[config.mk]
export PLATFORM = sky130hd
export DESIGN_NAME = srs_select
export DESIGN_NICKNAME = d
export VERILOG_FILES = /design/src/rtl/srs_select.v /design/src/rtl/srs_sync.v /design/src/rtl/srs_run_latch.v
export VERILOG_INCLUDE_DIRS = /design/src /design/src/include
export SDC_FILE = /design/constraint.sdc
export NUM_CORES = 1
export LEC_CHECK = 0
export ABC_AREA = 0
export BUFFER_PORTS_ARGS = -buffer_cell sky130_fd_sc_hd__buf_2
export CAP_MARGIN = 20
export CORE_MARGIN = 4
export CORE_UTILIZATION = 40
export CTS_CLUSTER_DIAMETER = 80
export DETAILED_ROUTE_END_ITERATION = 10
export PLACE_DENSITY = 0.7
export SKIP_LAST_GASP = 1
export SYNTH_ARGS = -nofsm -noshare
export SYNTH_HDL_FRONTEND = slang
export SYNTH_SLANG_ARGS = --single-unit
[constraint.sdc]
create_clock -name core_clk -period 3 [get_ports core_clk]
set_clock_uncertainty 0.15 [all_clocks]
set_input_delay 0.45 -clock core_clk [delete_from_list [all_inputs] [get_ports core_clk]]
set_output_delay 0.45 -clock core_clk [all_outputs]
set_load 0.01 [all_outputs]
[src/include/srs_defines.vh]
// Constants for the speed reference and run command selection block.
// Assumes a 200 MHz core clock; included by every file of the block except the synchroniser and the far-side model.
`ifndef SRS_DEFINES_VH
`define SRS_DEFINES_VH

// Data widths
`define SRS_REF_W 16
`define SRS_CODE_W 7
`define SRS_NUM_MFI 5
`define SRS_HOLD_CNT_W 24

// Reference source selector values
`define SRS_REF_SRC_KEYPAD 2'h0
`define SRS_REF_SRC_ANALOG 2'h1

// Run source selector values
`define SRS_RUN_SRC_KEYPAD 2'h0
`define SRS_RUN_SRC_TERMINAL 2'h1

// Auxiliary analog function selector values
`define SRS_AUX_FN_ADD 5'h00
`define SRS_AUX_FN_AUX_REF 5'h02
`define SRS_AUX_FN_UNUSED 5'h1F

// Multi-function input codes
`define SRS_FN_FWD_REV 7'h00
`define SRS_FN_STEP_ONE 7'h03
`define SRS_FN_STEP_TWO 7'h04
`define SRS_FN_JOG 7'h06
`define SRS_FN_JOG_TWO 7'h45

// Initialisation mode values
`define SRS_INIT_TWO_WIRE 2'h1
`define SRS_INIT_THREE_WIRE 2'h2

// Slot of the third-terminal input taken as direction after 3-wire init
`define SRS_INIT3_DIR_SLOT 2

// Speed step indices reported on the status port
`define SRS_STEP_ONE 3'h0
`define SRS_STEP_TWO 3'h1
`define SRS_STEP_THREE 3'h2
`define SRS_STEP_FOUR 3'h3
`define SRS_STEP_JOG 3'h4

// Least run pulse width in three-wire control
`define SRS_RUN_HOLD_MS 50
`define SRS_CLK_MHZ 200
// 50 ms of 200 MHz cycles, sized to the hold counter so nothing is cut
`define SRS_RUN_HOLD_CYCLES 24'h989680

`endif

[src/rtl/srs_select.v]
// Speed reference and run command selection for the drive core.
// Assumes analog samples, presets and settings arrive on core_clk;
// contact terminals and keypad keys are asynchronous and are synchronised here.
`timescale 1ns/1ps
`default_nettype none
`include "srs_defines.vh"

// Summary of operation
// - Source zero: keypad-entered reference
// - Source one: reference from analog channels
// - Aux-ref mode: step two picks aux
// - Aux function zero adds both channels
// - Swap setting exchanges main and aux
// - Four presets plus one jog speed
// - Codes 3, 4, 6: steps, jog
// - Step bits pick presets one to four
// - Jog overrides both step commands
// - Step one: analog or preset one
// - Step two: aux analog or preset two
// - Code 69 under two-wire raises alarm
// - Run source zero: keypad keys only
// - Run source one: control terminals
// - Two-wire: forward/reverse while input held
// - Code 0 selects three-wire, direction input
// - Three-wire init: input three gives direction
// - Run pulse of 50 ms self-holds
module srs_select #(
  parameter [`SRS_HOLD_CNT_W-1:0] HOLD_CYCLES = `SRS_RUN_HOLD_CYCLES
) (
  input wire core_clk,
  input wire rst_n,
  input wire [1:0] reference_source_select,
  input wire [1:0] run_source_select,
  input wire [1:0] init_mode_select,
  input wire [4:0] aux_analog_function,
  input wire analog_channel_swap,
  input wire [`SRS_NUM_MFI*`SRS_CODE_W-1:0] input_function_select,
  input wire [`SRS_REF_W-1:0] analog_main_channel,
  input wire [`SRS_REF_W-1:0] analog_aux_channel,
  input wire [`SRS_REF_W-1:0] preset_reference_one,
  input wire [`SRS_REF_W-1:0] preset_reference_two,
  input wire [`SRS_REF_W-1:0] preset_reference_three,
  input wire [`SRS_REF_W-1:0] preset_reference_four,
  input wire [`SRS_REF_W-1:0] jog_reference,
  input wire forward_run_terminal,
  input wire reverse_run_terminal,
  input wire [`SRS_NUM_MFI-1:0] multi_input_terminal,
  input wire keypad_run_key,
  input wire keypad_stop_key,
  input wire keypad_dir_key,
  output wire [`SRS_REF_W-1:0] speed_reference,
  output wire [2:0] speed_step,
  output wire run_command,
  output wire run_reverse,
  output wire three_wire_mode,
  output wire setting_conflict_alarm
);

  localparam NSYNC = `SRS_NUM_MFI + 5;

  // Synchronised pins
  wire [NSYNC-1:0] pins_sync;
  wire fwd_s;
  wire rev_s;
  wire [`SRS_NUM_MFI-1:0] mfi_s;
  wire key_run_s;
  wire key_stop_s;
  wire key_dir_s;

  srs_sync #(
    .WIDTH(NSYNC)
  ) u_sync (
    .core_clk(core_clk),
    .rst_n(rst_n),
    .async_in({keypad_dir_key, keypad_stop_key, keypad_run_key,
               multi_input_terminal, reverse_run_terminal,
               forward_run_terminal}),
    .sync_out(pins_sync)
  );

  assign fwd_s = pins_sync[0];
  assign rev_s = pins_sync[1];
  assign mfi_s = pins_sync[`SRS_NUM_MFI+1:2];
  assign key_run_s = pins_sync[`SRS_NUM_MFI+2];
  assign key_stop_s = pins_sync[`SRS_NUM_MFI+3];
  assign key_dir_s = pins_sync[`SRS_NUM_MFI+4];

  // Per-terminal function decode
  wire [`SRS_NUM_MFI-1:0] is_step1;
  wire [`SRS_NUM_MFI-1:0] is_step2;
  wire [`SRS_NUM_MFI-1:0] is_jog;
  wire [`SRS_NUM_MFI-1:0] is_jog2;
  wire [`SRS_NUM_MFI-1:0] is_dir;

  genvar gi;
  generate
    for (gi = 0; gi < `SRS_NUM_MFI; gi = gi + 1) begin : g_mfi
      wire [`SRS_CODE_W-1:0] code;
      assign code = input_function_select[gi*`SRS_CODE_W +: `SRS_CODE_W];
      assign is_step1[gi] = (code == `SRS_FN_STEP_ONE);
      assign is_step2[gi] = (code == `SRS_FN_STEP_TWO);
      assign is_jog[gi] = (code == `SRS_FN_JOG);
      assign is_jog2[gi] = (code == `SRS_FN_JOG_TWO);
      assign is_dir[gi] = (code == `SRS_FN_FWD_REV);
    end
  endgenerate

  wire init_three;
  wire three_wire;
  wire step1_on;
  wire step2_on;
  wire jog_on;
  wire dir_rev;
  wire conflict;

  assign init_three = (init_mode_select == `SRS_INIT_THREE_WIRE);
  assign three_wire = init_three | (|is_dir);
  assign step1_on = |(is_step1 & mfi_s);
  assign step2_on = |(is_step2 & mfi_s);
  // Second jog input only counts once three-wire control is in force
  assign jog_on = |(is_jog & mfi_s) | (three_wire & |(is_jog2 & mfi_s));
  // After three-wire init the third multi-function input steers direction
  assign dir_rev = init_three ? mfi_s[`SRS_INIT3_DIR_SLOT]
                              : |(is_dir & mfi_s);
  assign conflict = (|is_jog2) & ~three_wire;

  // Analog channel combination
  wire [`SRS_REF_W-1:0] ana_master;
  wire [`SRS_REF_W-1:0] ana_aux;
  wire [`SRS_REF_W:0] ana_sum;
  wire [`SRS_REF_W-1:0] ana_sum_sat;
  wire aux_is_add;
  wire aux_is_ref;

  assign ana_master = analog_channel_swap ? analog_aux_channel
                                          : analog_main_channel;
  assign ana_aux = analog_channel_swap ? analog_main_channel
                                       : analog_aux_channel;
  assign ana_sum = {1'b0, ana_master} + {1'b0, ana_aux};
  // Saturate rather than wrap, so a large sum never drops to a low speed
  assign ana_sum_sat = ana_sum[`SRS_REF_W] ? {`SRS_REF_W{1'b1}}
                                           : ana_sum[`SRS_REF_W-1:0];
  assign aux_is_add = (aux_analog_function == `SRS_AUX_FN_ADD);
  assign aux_is_ref = (aux_analog_function == `SRS_AUX_FN_AUX_REF);

  // Reference selection
  reg [`SRS_REF_W-1:0] ref_nxt;
  reg [2:0] step_nxt;
  wire src_analog;

  assign src_analog = (reference_source_select == `SRS_REF_SRC_ANALOG);

  always @* begin
    ref_nxt = preset_reference_one;
    step_nxt = `SRS_STEP_ONE;
    if (jog_on) begin
      ref_nxt = jog_reference;
      step_nxt = `SRS_STEP_JOG;
    end else begin
      case ({step2_on, step1_on})
        2'b00: begin
          step_nxt = `SRS_STEP_ONE;
          if (src_analog) begin
            // Step one follows the analog master, plus aux in add mode
            ref_nxt = aux_is_add ? ana_sum_sat : ana_master;
          end else begin
            ref_nxt = preset_reference_one;
          end
        end
        2'b01: begin
          step_nxt = `SRS_STEP_TWO;
          if (src_analog && aux_is_ref) begin
            ref_nxt = ana_aux;
          end else begin
            ref_nxt = preset_reference_two;
          end
        end
        2'b10: begin
          step_nxt = `SRS_STEP_THREE;
          ref_nxt = preset_reference_three;
        end
        2'b11: begin
          step_nxt = `SRS_STEP_FOUR;
          ref_nxt = preset_reference_four;
        end
        default: begin
          step_nxt = `SRS_STEP_ONE;
          ref_nxt = preset_reference_one;
        end
      endcase
    end
  end

  // Keypad key edges
  reg key_run_d_r;
  reg key_stop_d_r;
  reg key_dir_d_r;
  wire key_run_rise;
  wire key_stop_rise;
  wire key_dir_rise;

  assign key_run_rise = key_run_s & ~key_run_d_r;
  assign key_stop_rise = key_stop_s & ~key_stop_d_r;
  assign key_dir_rise = key_dir_s & ~key_dir_d_r;

  // Three-wire run latch
  wire src_keypad;
  wire src_term;
  wire held_run;

  assign src_keypad = (run_source_select == `SRS_RUN_SRC_KEYPAD);
  assign src_term = (run_source_select == `SRS_RUN_SRC_TERMINAL);

  srs_run_latch #(
    .HOLD_CYCLES(HOLD_CYCLES)
  ) u_latch (
    .core_clk(core_clk),
    .rst_n(rst_n),
    .enable(src_term & three_wire),
    .run_pulse(fwd_s),
    .stop_closed(rev_s),
    .run_held(held_run)
  );

  // Keypad run state
  reg kp_run_r;
  reg kp_rev_r;

  always @(posedge core_clk or negedge rst_n) begin
    if (!rst_n) begin
      key_run_d_r <= 1'b0;
      key_stop_d_r <= 1'b0;
      key_dir_d_r <= 1'b0;
      kp_run_r <= 1'b0;
      kp_rev_r <= 1'b0;
    end else begin
      key_run_d_r <= key_run_s;
      key_stop_d_r <= key_stop_s;
      key_dir_d_r <= key_dir_s;
      if (!src_keypad) begin
        // Keys are ignored and forgotten under terminal control
        kp_run_r <= 1'b0;
        kp_rev_r <= 1'b0;
      end else begin
        // Stop beats run when both keys rise together
        if (key_stop_rise) begin
          kp_run_r <= 1'b0;
        end else if (key_run_rise) begin
          kp_run_r <= 1'b1;
        end
        if (key_dir_rise) begin
          kp_rev_r <= ~kp_rev_r;
        end
      end
    end
  end

  // Run command selection
  reg run_nxt;
  reg rev_nxt;

  always @* begin
    run_nxt = 1'b0;
    rev_nxt = 1'b0;
    if (src_keypad) begin
      run_nxt = kp_run_r;
      rev_nxt = kp_rev_r;
    end else if (src_term) begin
      if (three_wire) begin
        run_nxt = held_run;
        rev_nxt = dir_rev;
      end else begin
        // Both inputs on is ambiguous and is taken as stop
        run_nxt = fwd_s ^ rev_s;
        rev_nxt = rev_s & ~fwd_s;
      end
    end else begin
      run_nxt = 1'b0;
      rev_nxt = 1'b0;
    end
  end

  // Output registers
  reg [`SRS_REF_W-1:0] speed_reference_r;
  reg [2:0] speed_step_r;
  reg run_command_r;
  reg run_reverse_r;
  reg three_wire_mode_r;
  reg setting_conflict_alarm_r;

  always @(posedge core_clk or negedge rst_n) begin
    if (!rst_n) begin
      speed_reference_r <= {`SRS_REF_W{1'b0}};
      speed_step_r <= `SRS_STEP_ONE;
      run_command_r <= 1'b0;
      run_reverse_r <= 1'b0;
      three_wire_mode_r <= 1'b0;
      setting_conflict_alarm_r <= 1'b0;
    end else begin
      speed_reference_r <= ref_nxt;
      speed_step_r <= step_nxt;
      // The alarm also holds the run off until the setting is fixed
      run_command_r <= run_nxt & ~conflict;
      // Direction holds its last value while stopped
      if (run_nxt) begin
        run_reverse_r <= rev_nxt;
      end
      three_wire_mode_r <= three_wire;
      setting_conflict_alarm_r <= conflict;
    end
  end

  assign speed_reference = speed_reference_r;
  assign speed_step = speed_step_r;
  assign run_command = run_command_r;
  assign run_reverse = run_reverse_r;
  assign three_wire_mode = three_wire_mode_r;
  assign setting_conflict_alarm = setting_conflict_alarm_r;

endmodule
`default_nettype wire

[src/rtl/srs_sync.v]
// Two-stage synchroniser for a group of contact and key inputs.
// Assumes each bit is an independent level from outside the clock domain.
`timescale 1ns/1ps
`default_nettype none

module srs_sync #(
  parameter WIDTH = 1
) (
  input wire core_clk,
  input wire rst_n,
  input wire [WIDTH-1:0] async_in,
  output wire [WIDTH-1:0] sync_out
);

  genvar gi;
  generate
    for (gi = 0; gi < WIDTH; gi = gi + 1) begin : g_bit
      reg meta_r;
      reg stable_r;
      // The first stage feeds only the second one
      always @(posedge core_clk or negedge rst_n) begin
        if (!rst_n) begin
          meta_r <= 1'b0;
          stable_r <= 1'b0;
        end else begin
          meta_r <= async_in[gi];
          stable_r <= meta_r;
        end
      end
      assign sync_out[gi] = stable_r;
    end
  endgenerate

endmodule
`default_nettype wire

[src/rtl/srs_run_latch.v]
// Three-wire run latch: qualifies the run pulse width and self-holds.
// Assumes synchronised terminal levels and a stop contact that is high when closed.
`timescale 1ns/1ps
`default_nettype none
`include "srs_defines.vh"

module srs_run_latch #(
  parameter [`SRS_HOLD_CNT_W-1:0] HOLD_CYCLES = `SRS_RUN_HOLD_CYCLES
) (
  input wire core_clk,
  input wire rst_n,
  input wire enable,
  input wire run_pulse,
  input wire stop_closed,
  output wire run_held
);

  reg [`SRS_HOLD_CNT_W-1:0] hold_cnt_r;
  reg run_held_r;
  wire pulse_long;

  assign pulse_long = (hold_cnt_r >= HOLD_CYCLES - 1'b1);

  always @(posedge core_clk or negedge rst_n) begin
    if (!rst_n) begin
      hold_cnt_r <= {`SRS_HOLD_CNT_W{1'b0}};
      run_held_r <= 1'b0;
    end else begin
      if (!enable || !run_pulse) begin
        hold_cnt_r <= {`SRS_HOLD_CNT_W{1'b0}};
      end else if (!pulse_long) begin
        hold_cnt_r <= hold_cnt_r + 1'b1;
      end
      // Opening stop wins over a run pulse still held
      if (!enable || !stop_closed) begin
        run_held_r <= 1'b0;
      end else if (run_pulse && pulse_long) begin
        run_held_r <= 1'b1;
      end
    end
  end

  assign run_held = run_held_r;

endmodule
`default_nettype wire

==> summary.md <==
| Metric | Value |
|---|---|
| Status | complete, no violations |
| Syn Nets | 790 |
| Worst-Margin Slew | 0.8893 ns |
| WL final | 17700 µm |
| Mean post-synth cell area | 9.023 µm² |
| Switch Pwr | 0.8075 mW |
| Post-Syn Area | 5414 µm² |
| Worst hold path type | in2reg |
| Top cells by count, synth | 73 x dfrtp_1, 67 x nand2_1, 57 x nor2_1, 33 x mux2_2, 31 x o21ai_0 |
| Number of port buffers | 193 |
| Slew margin rel. | 40.71% |
| Yosys reg bits | 73 |
| Static leakage | 3.420 nW |
| CTS tree | built |
| Die width | 124.3 µm |
| Worst path arrival time | 2.98 ns |
| Finished Core Util | 57.11% |
| Sequential group share of total power | 36.0% |
| Antenna violations before repair | 1 |
| Antenna-violating nets left | 0 |
| Worst-skew pair later-pin latency | 0.33 ns |
| EDFF count, synth | 0 |
| Tcrit/Tclk final | 97.42% |
| Starting Density | 40.88% |
| Iteration-0 DRC Markers | 277 |
| Critical path required time | 3.06 ns |
| RSZ-0062 raised after global routing | true |
| Yosys cell types | 71 |
| YS warnings | 0 |
| Maximum clock insertion buffer count | 2 |
| Final setup vio count | 0 |
| Fraction of layout cells with a size suffix above 1 | 40.68% |
| Maximum fanout along the worst path | 7 |
| PD cells | 386.6 nW/µm² |
| DR vias | 5651 |
| DPL Wire Length | 14210 µm |
| Worst path slowest cell | fa_2 |
| Crit path kind | in2reg |
| # rows | 42 |
| Final Hold Viols | 0 |
| First-pass GRT wire length | 28430 µm |
| Clock transition at path regs | 0.06 ns |
| Sw Share | 27.62% |
| Placed cells | 1018 |
| Dpl cell area | 7166 µm² |
| Vias in the first global route | 5620 |
| Endpoint class of the critical path | flop |
| Async S/R FF share, synth | 100.0% |
| Prevailing post-synth register cell | dfrtp_1 |
| Area Overhead vs Synth | 39.68% |
| Crit path top cell by count | buf_4 |
| Setup TNS | 0 ns |
| Layout Cells excl Fill | 1035 |
| Worst path cell trace | buf_4 -> mux2_4 -> ha_4 -> fa_2 -> a211oi_4 -> o21ai_1 -> a22oi_2 -> a21oi_1 -> buf_4 -> o21ai_0 -> o2111ai_1 -> a22o_1 |
| Mapped Cells | 600 |
| DR WL/cell | 17.10 µm |
| Post-synth top area share | 33.74% |
| Htree depth | 3 |
| Die Height | 124.3 µm |
| Vias/cell | 5.460 |
| Logic pwr share | 28.2% |
| Ports | 194 |
| Int Pwr | 2.116 mW |
| Global placer's final weighted congestion | 0.9277 |
| Sink Count | 73 |
| Max-slew violations | 0 |
| # DRC | 0 |
| Final #Nets | 1043 |
| Fill count | 1248 |
| Pin count of the biggest net entering global routing | 74 |
| Clock root buffer | clkbuf_16 |
| Maximum vdd drop | 0.2040 mV |
| Critical path launch point type | input pin |
| Max-cap violations | 0 |
| Power share of the clock group | 35.8% |
| Max incr delay on CP | 0.39 ns |
| DRT Pass-1 Iters | 5 |
| Sequential-to-total area share from yosys stat | 33.74% |
| GRT Total Usage | 22.31% |
| Achievable Freq | 342.2 MHz |
| Top-count cell post-synth | dfrtp_1 |
| Core ar. | 13240 µm² |
| Post-CTS setup buffer count | 0 |
| Remaining Overflow, GRT | 0 |
| Final Critical Period | 2.923 ns |
| Synth area leaders | dfrtp_1 34%, mux2_2 6.9%, mux2i_1 5.0%, nand2_1 4.6%, ha_1 4.2% |
| TritonCTS Buffers | 9 |
| Worst hold slack | 0.07094 ns |
| DIE AREA | 15460 µm² |
| Post-synth top area cell | dfrtp_1 |
| Finished Cell Area | 7562 µm² |
[power groups by stage]
stage | combinational, mW | sequential, mW | clock [mW]
after floorplan | 0.382 | 1.08 | 0
after global placement | 0.784 | 1.07 | 0
after detailed placement | 0.782 | 1.07 | 0
after CTS | 0.789 | 1.05 | 1.06
after global routing | 0.904 | 1.06 | 1.11
final | 0.825 | 1.05 | 1.05
[layer usage]
metal | part of all wire (%) | GRT usage (%) | up-vias
li1 | - | - | 2757
met1 | 44 | 29.88 | 2668
met2 | 49 | 37.28 | 204
met3 | 5.8 | 4.245 | 22
met4 | 1.4 | 5.480 | 0
met5 | 0 | 0 | -
[registers in the layout, summed over array words and instances (netlist names)]
| name | count |
|---|---|
| speed_step | 3 |
| run_command | 1 |
| kp_rev_r | 1 |
| setting_conflict_alarm | 1 |
| key_run_d_r | 1 |
| u_sync.g_bit.stable_r | 10 |
| three_wire_mode | 1 |
| u_latch.hold_cnt_r | 24 |
| key_stop_d_r | 1 |
| speed_reference | 16 |
| u_latch.run_held | 1 |
| kp_run_r | 1 |
| u_sync.g_bit.meta_r | 10 |
| run_reverse | 1 |
| key_dir_d_r | 1 |
[stage by stage]
step	worst slack, ns	total power [mW]
final	0.07748	2.924
after global routing	-0.0002545	3.072
after CTS	0.05788	2.905
after detailed placement	-0.4087	1.851
after global placement	-0.3424	1.853
after floorplan	-0.1355	1.463
[final timing paths]
| check | startpoint | end | slack (ns) | cells past startpoint |
|---|---|---|---|---|
| min in group asynchronous | rst_n | setting_conflict_alarm | 0.10 | 1 |
| max in group asynchronous | rst_n | u_latch.hold_cnt_r[18] | 2.03 | 1 |
| max | analog_channel_swap | speed_reference[0] | 0.08 | 12 |
| min reg2reg | u_sync.g_bit[5].meta_r | u_sync.g_bit[5].stable_r | 0.20 | 0 |
| max reg2reg | u_sync.g_bit[6].stable_r | speed_reference[4] | 0.34 | 8 |
| min | multi_input_terminal[4] | u_sync.g_bit[6].meta_r | 0.07 | 1 |
[timing repair]
| item | CTS | global route |
|---|---|---|
| pin swaps | 1 | 4 |
| setup endpoints to repair | 4 | 10 |
| gates cloned | 0 | 0 |
| hold buffers | 0 | 0 |
| resized for setup | 4 | 15 |
[cells by family after synthesis]
| group | Yosys count | share of synthesized area, % |
|---|---|---|
| compound gates | 139 | 18.56 |
| xor+xnor | 31 | 5.015 |
| fa+ha+maj | 19 | 4.530 |
| buf+inv | 41 | 3.675 |
| flops | 73 | 33.74 |
| mux | 60 | 11.86 |
| simple gates | 237 | 22.63 |
[worst max-delay path, delay by kind of cell]
family                     cells  cell delay [ns]
buffers and inverters          2             0.31
muxes                          1             0.34
AOI/OAI and AO/OA              7             1.32
adders and majority gates      2             0.57
[area by class of cell]
type                            count  area [µm²]  share of cell area (%)
Inverter                           13       48.80                  0.6453
Multi-Input combinational cell    486        3525                   46.61
Clock inverter                      4       52.55                  0.6949
Sequential cell                    73        1827                   24.16
Timing Repair Buffer              270        1640                   21.69
Clock buffer                       12       246.5                   3.259
Tap cell                          176       220.2                   2.912
Antenna cell                        1       2.502                 0.03309
[cell usage in the layout (no fill, tap or decap), types with 10 or more instances in the layout]
cell        n
a211oi_1   10
nor2_1     57
mux2_2     31
xnor2_1    21
xor2_1     10
dfrtp_1    73
nand2_1    67
nor4_1     10
o21ai_0    27
nor3_1     20
ha_1       11
buf_2     191
inv_1      13
mux2i_1    27
a21oi_1    21
buf_4      71
nand3_1    10
No activity file was read; power rests on OpenSTA's default activity.
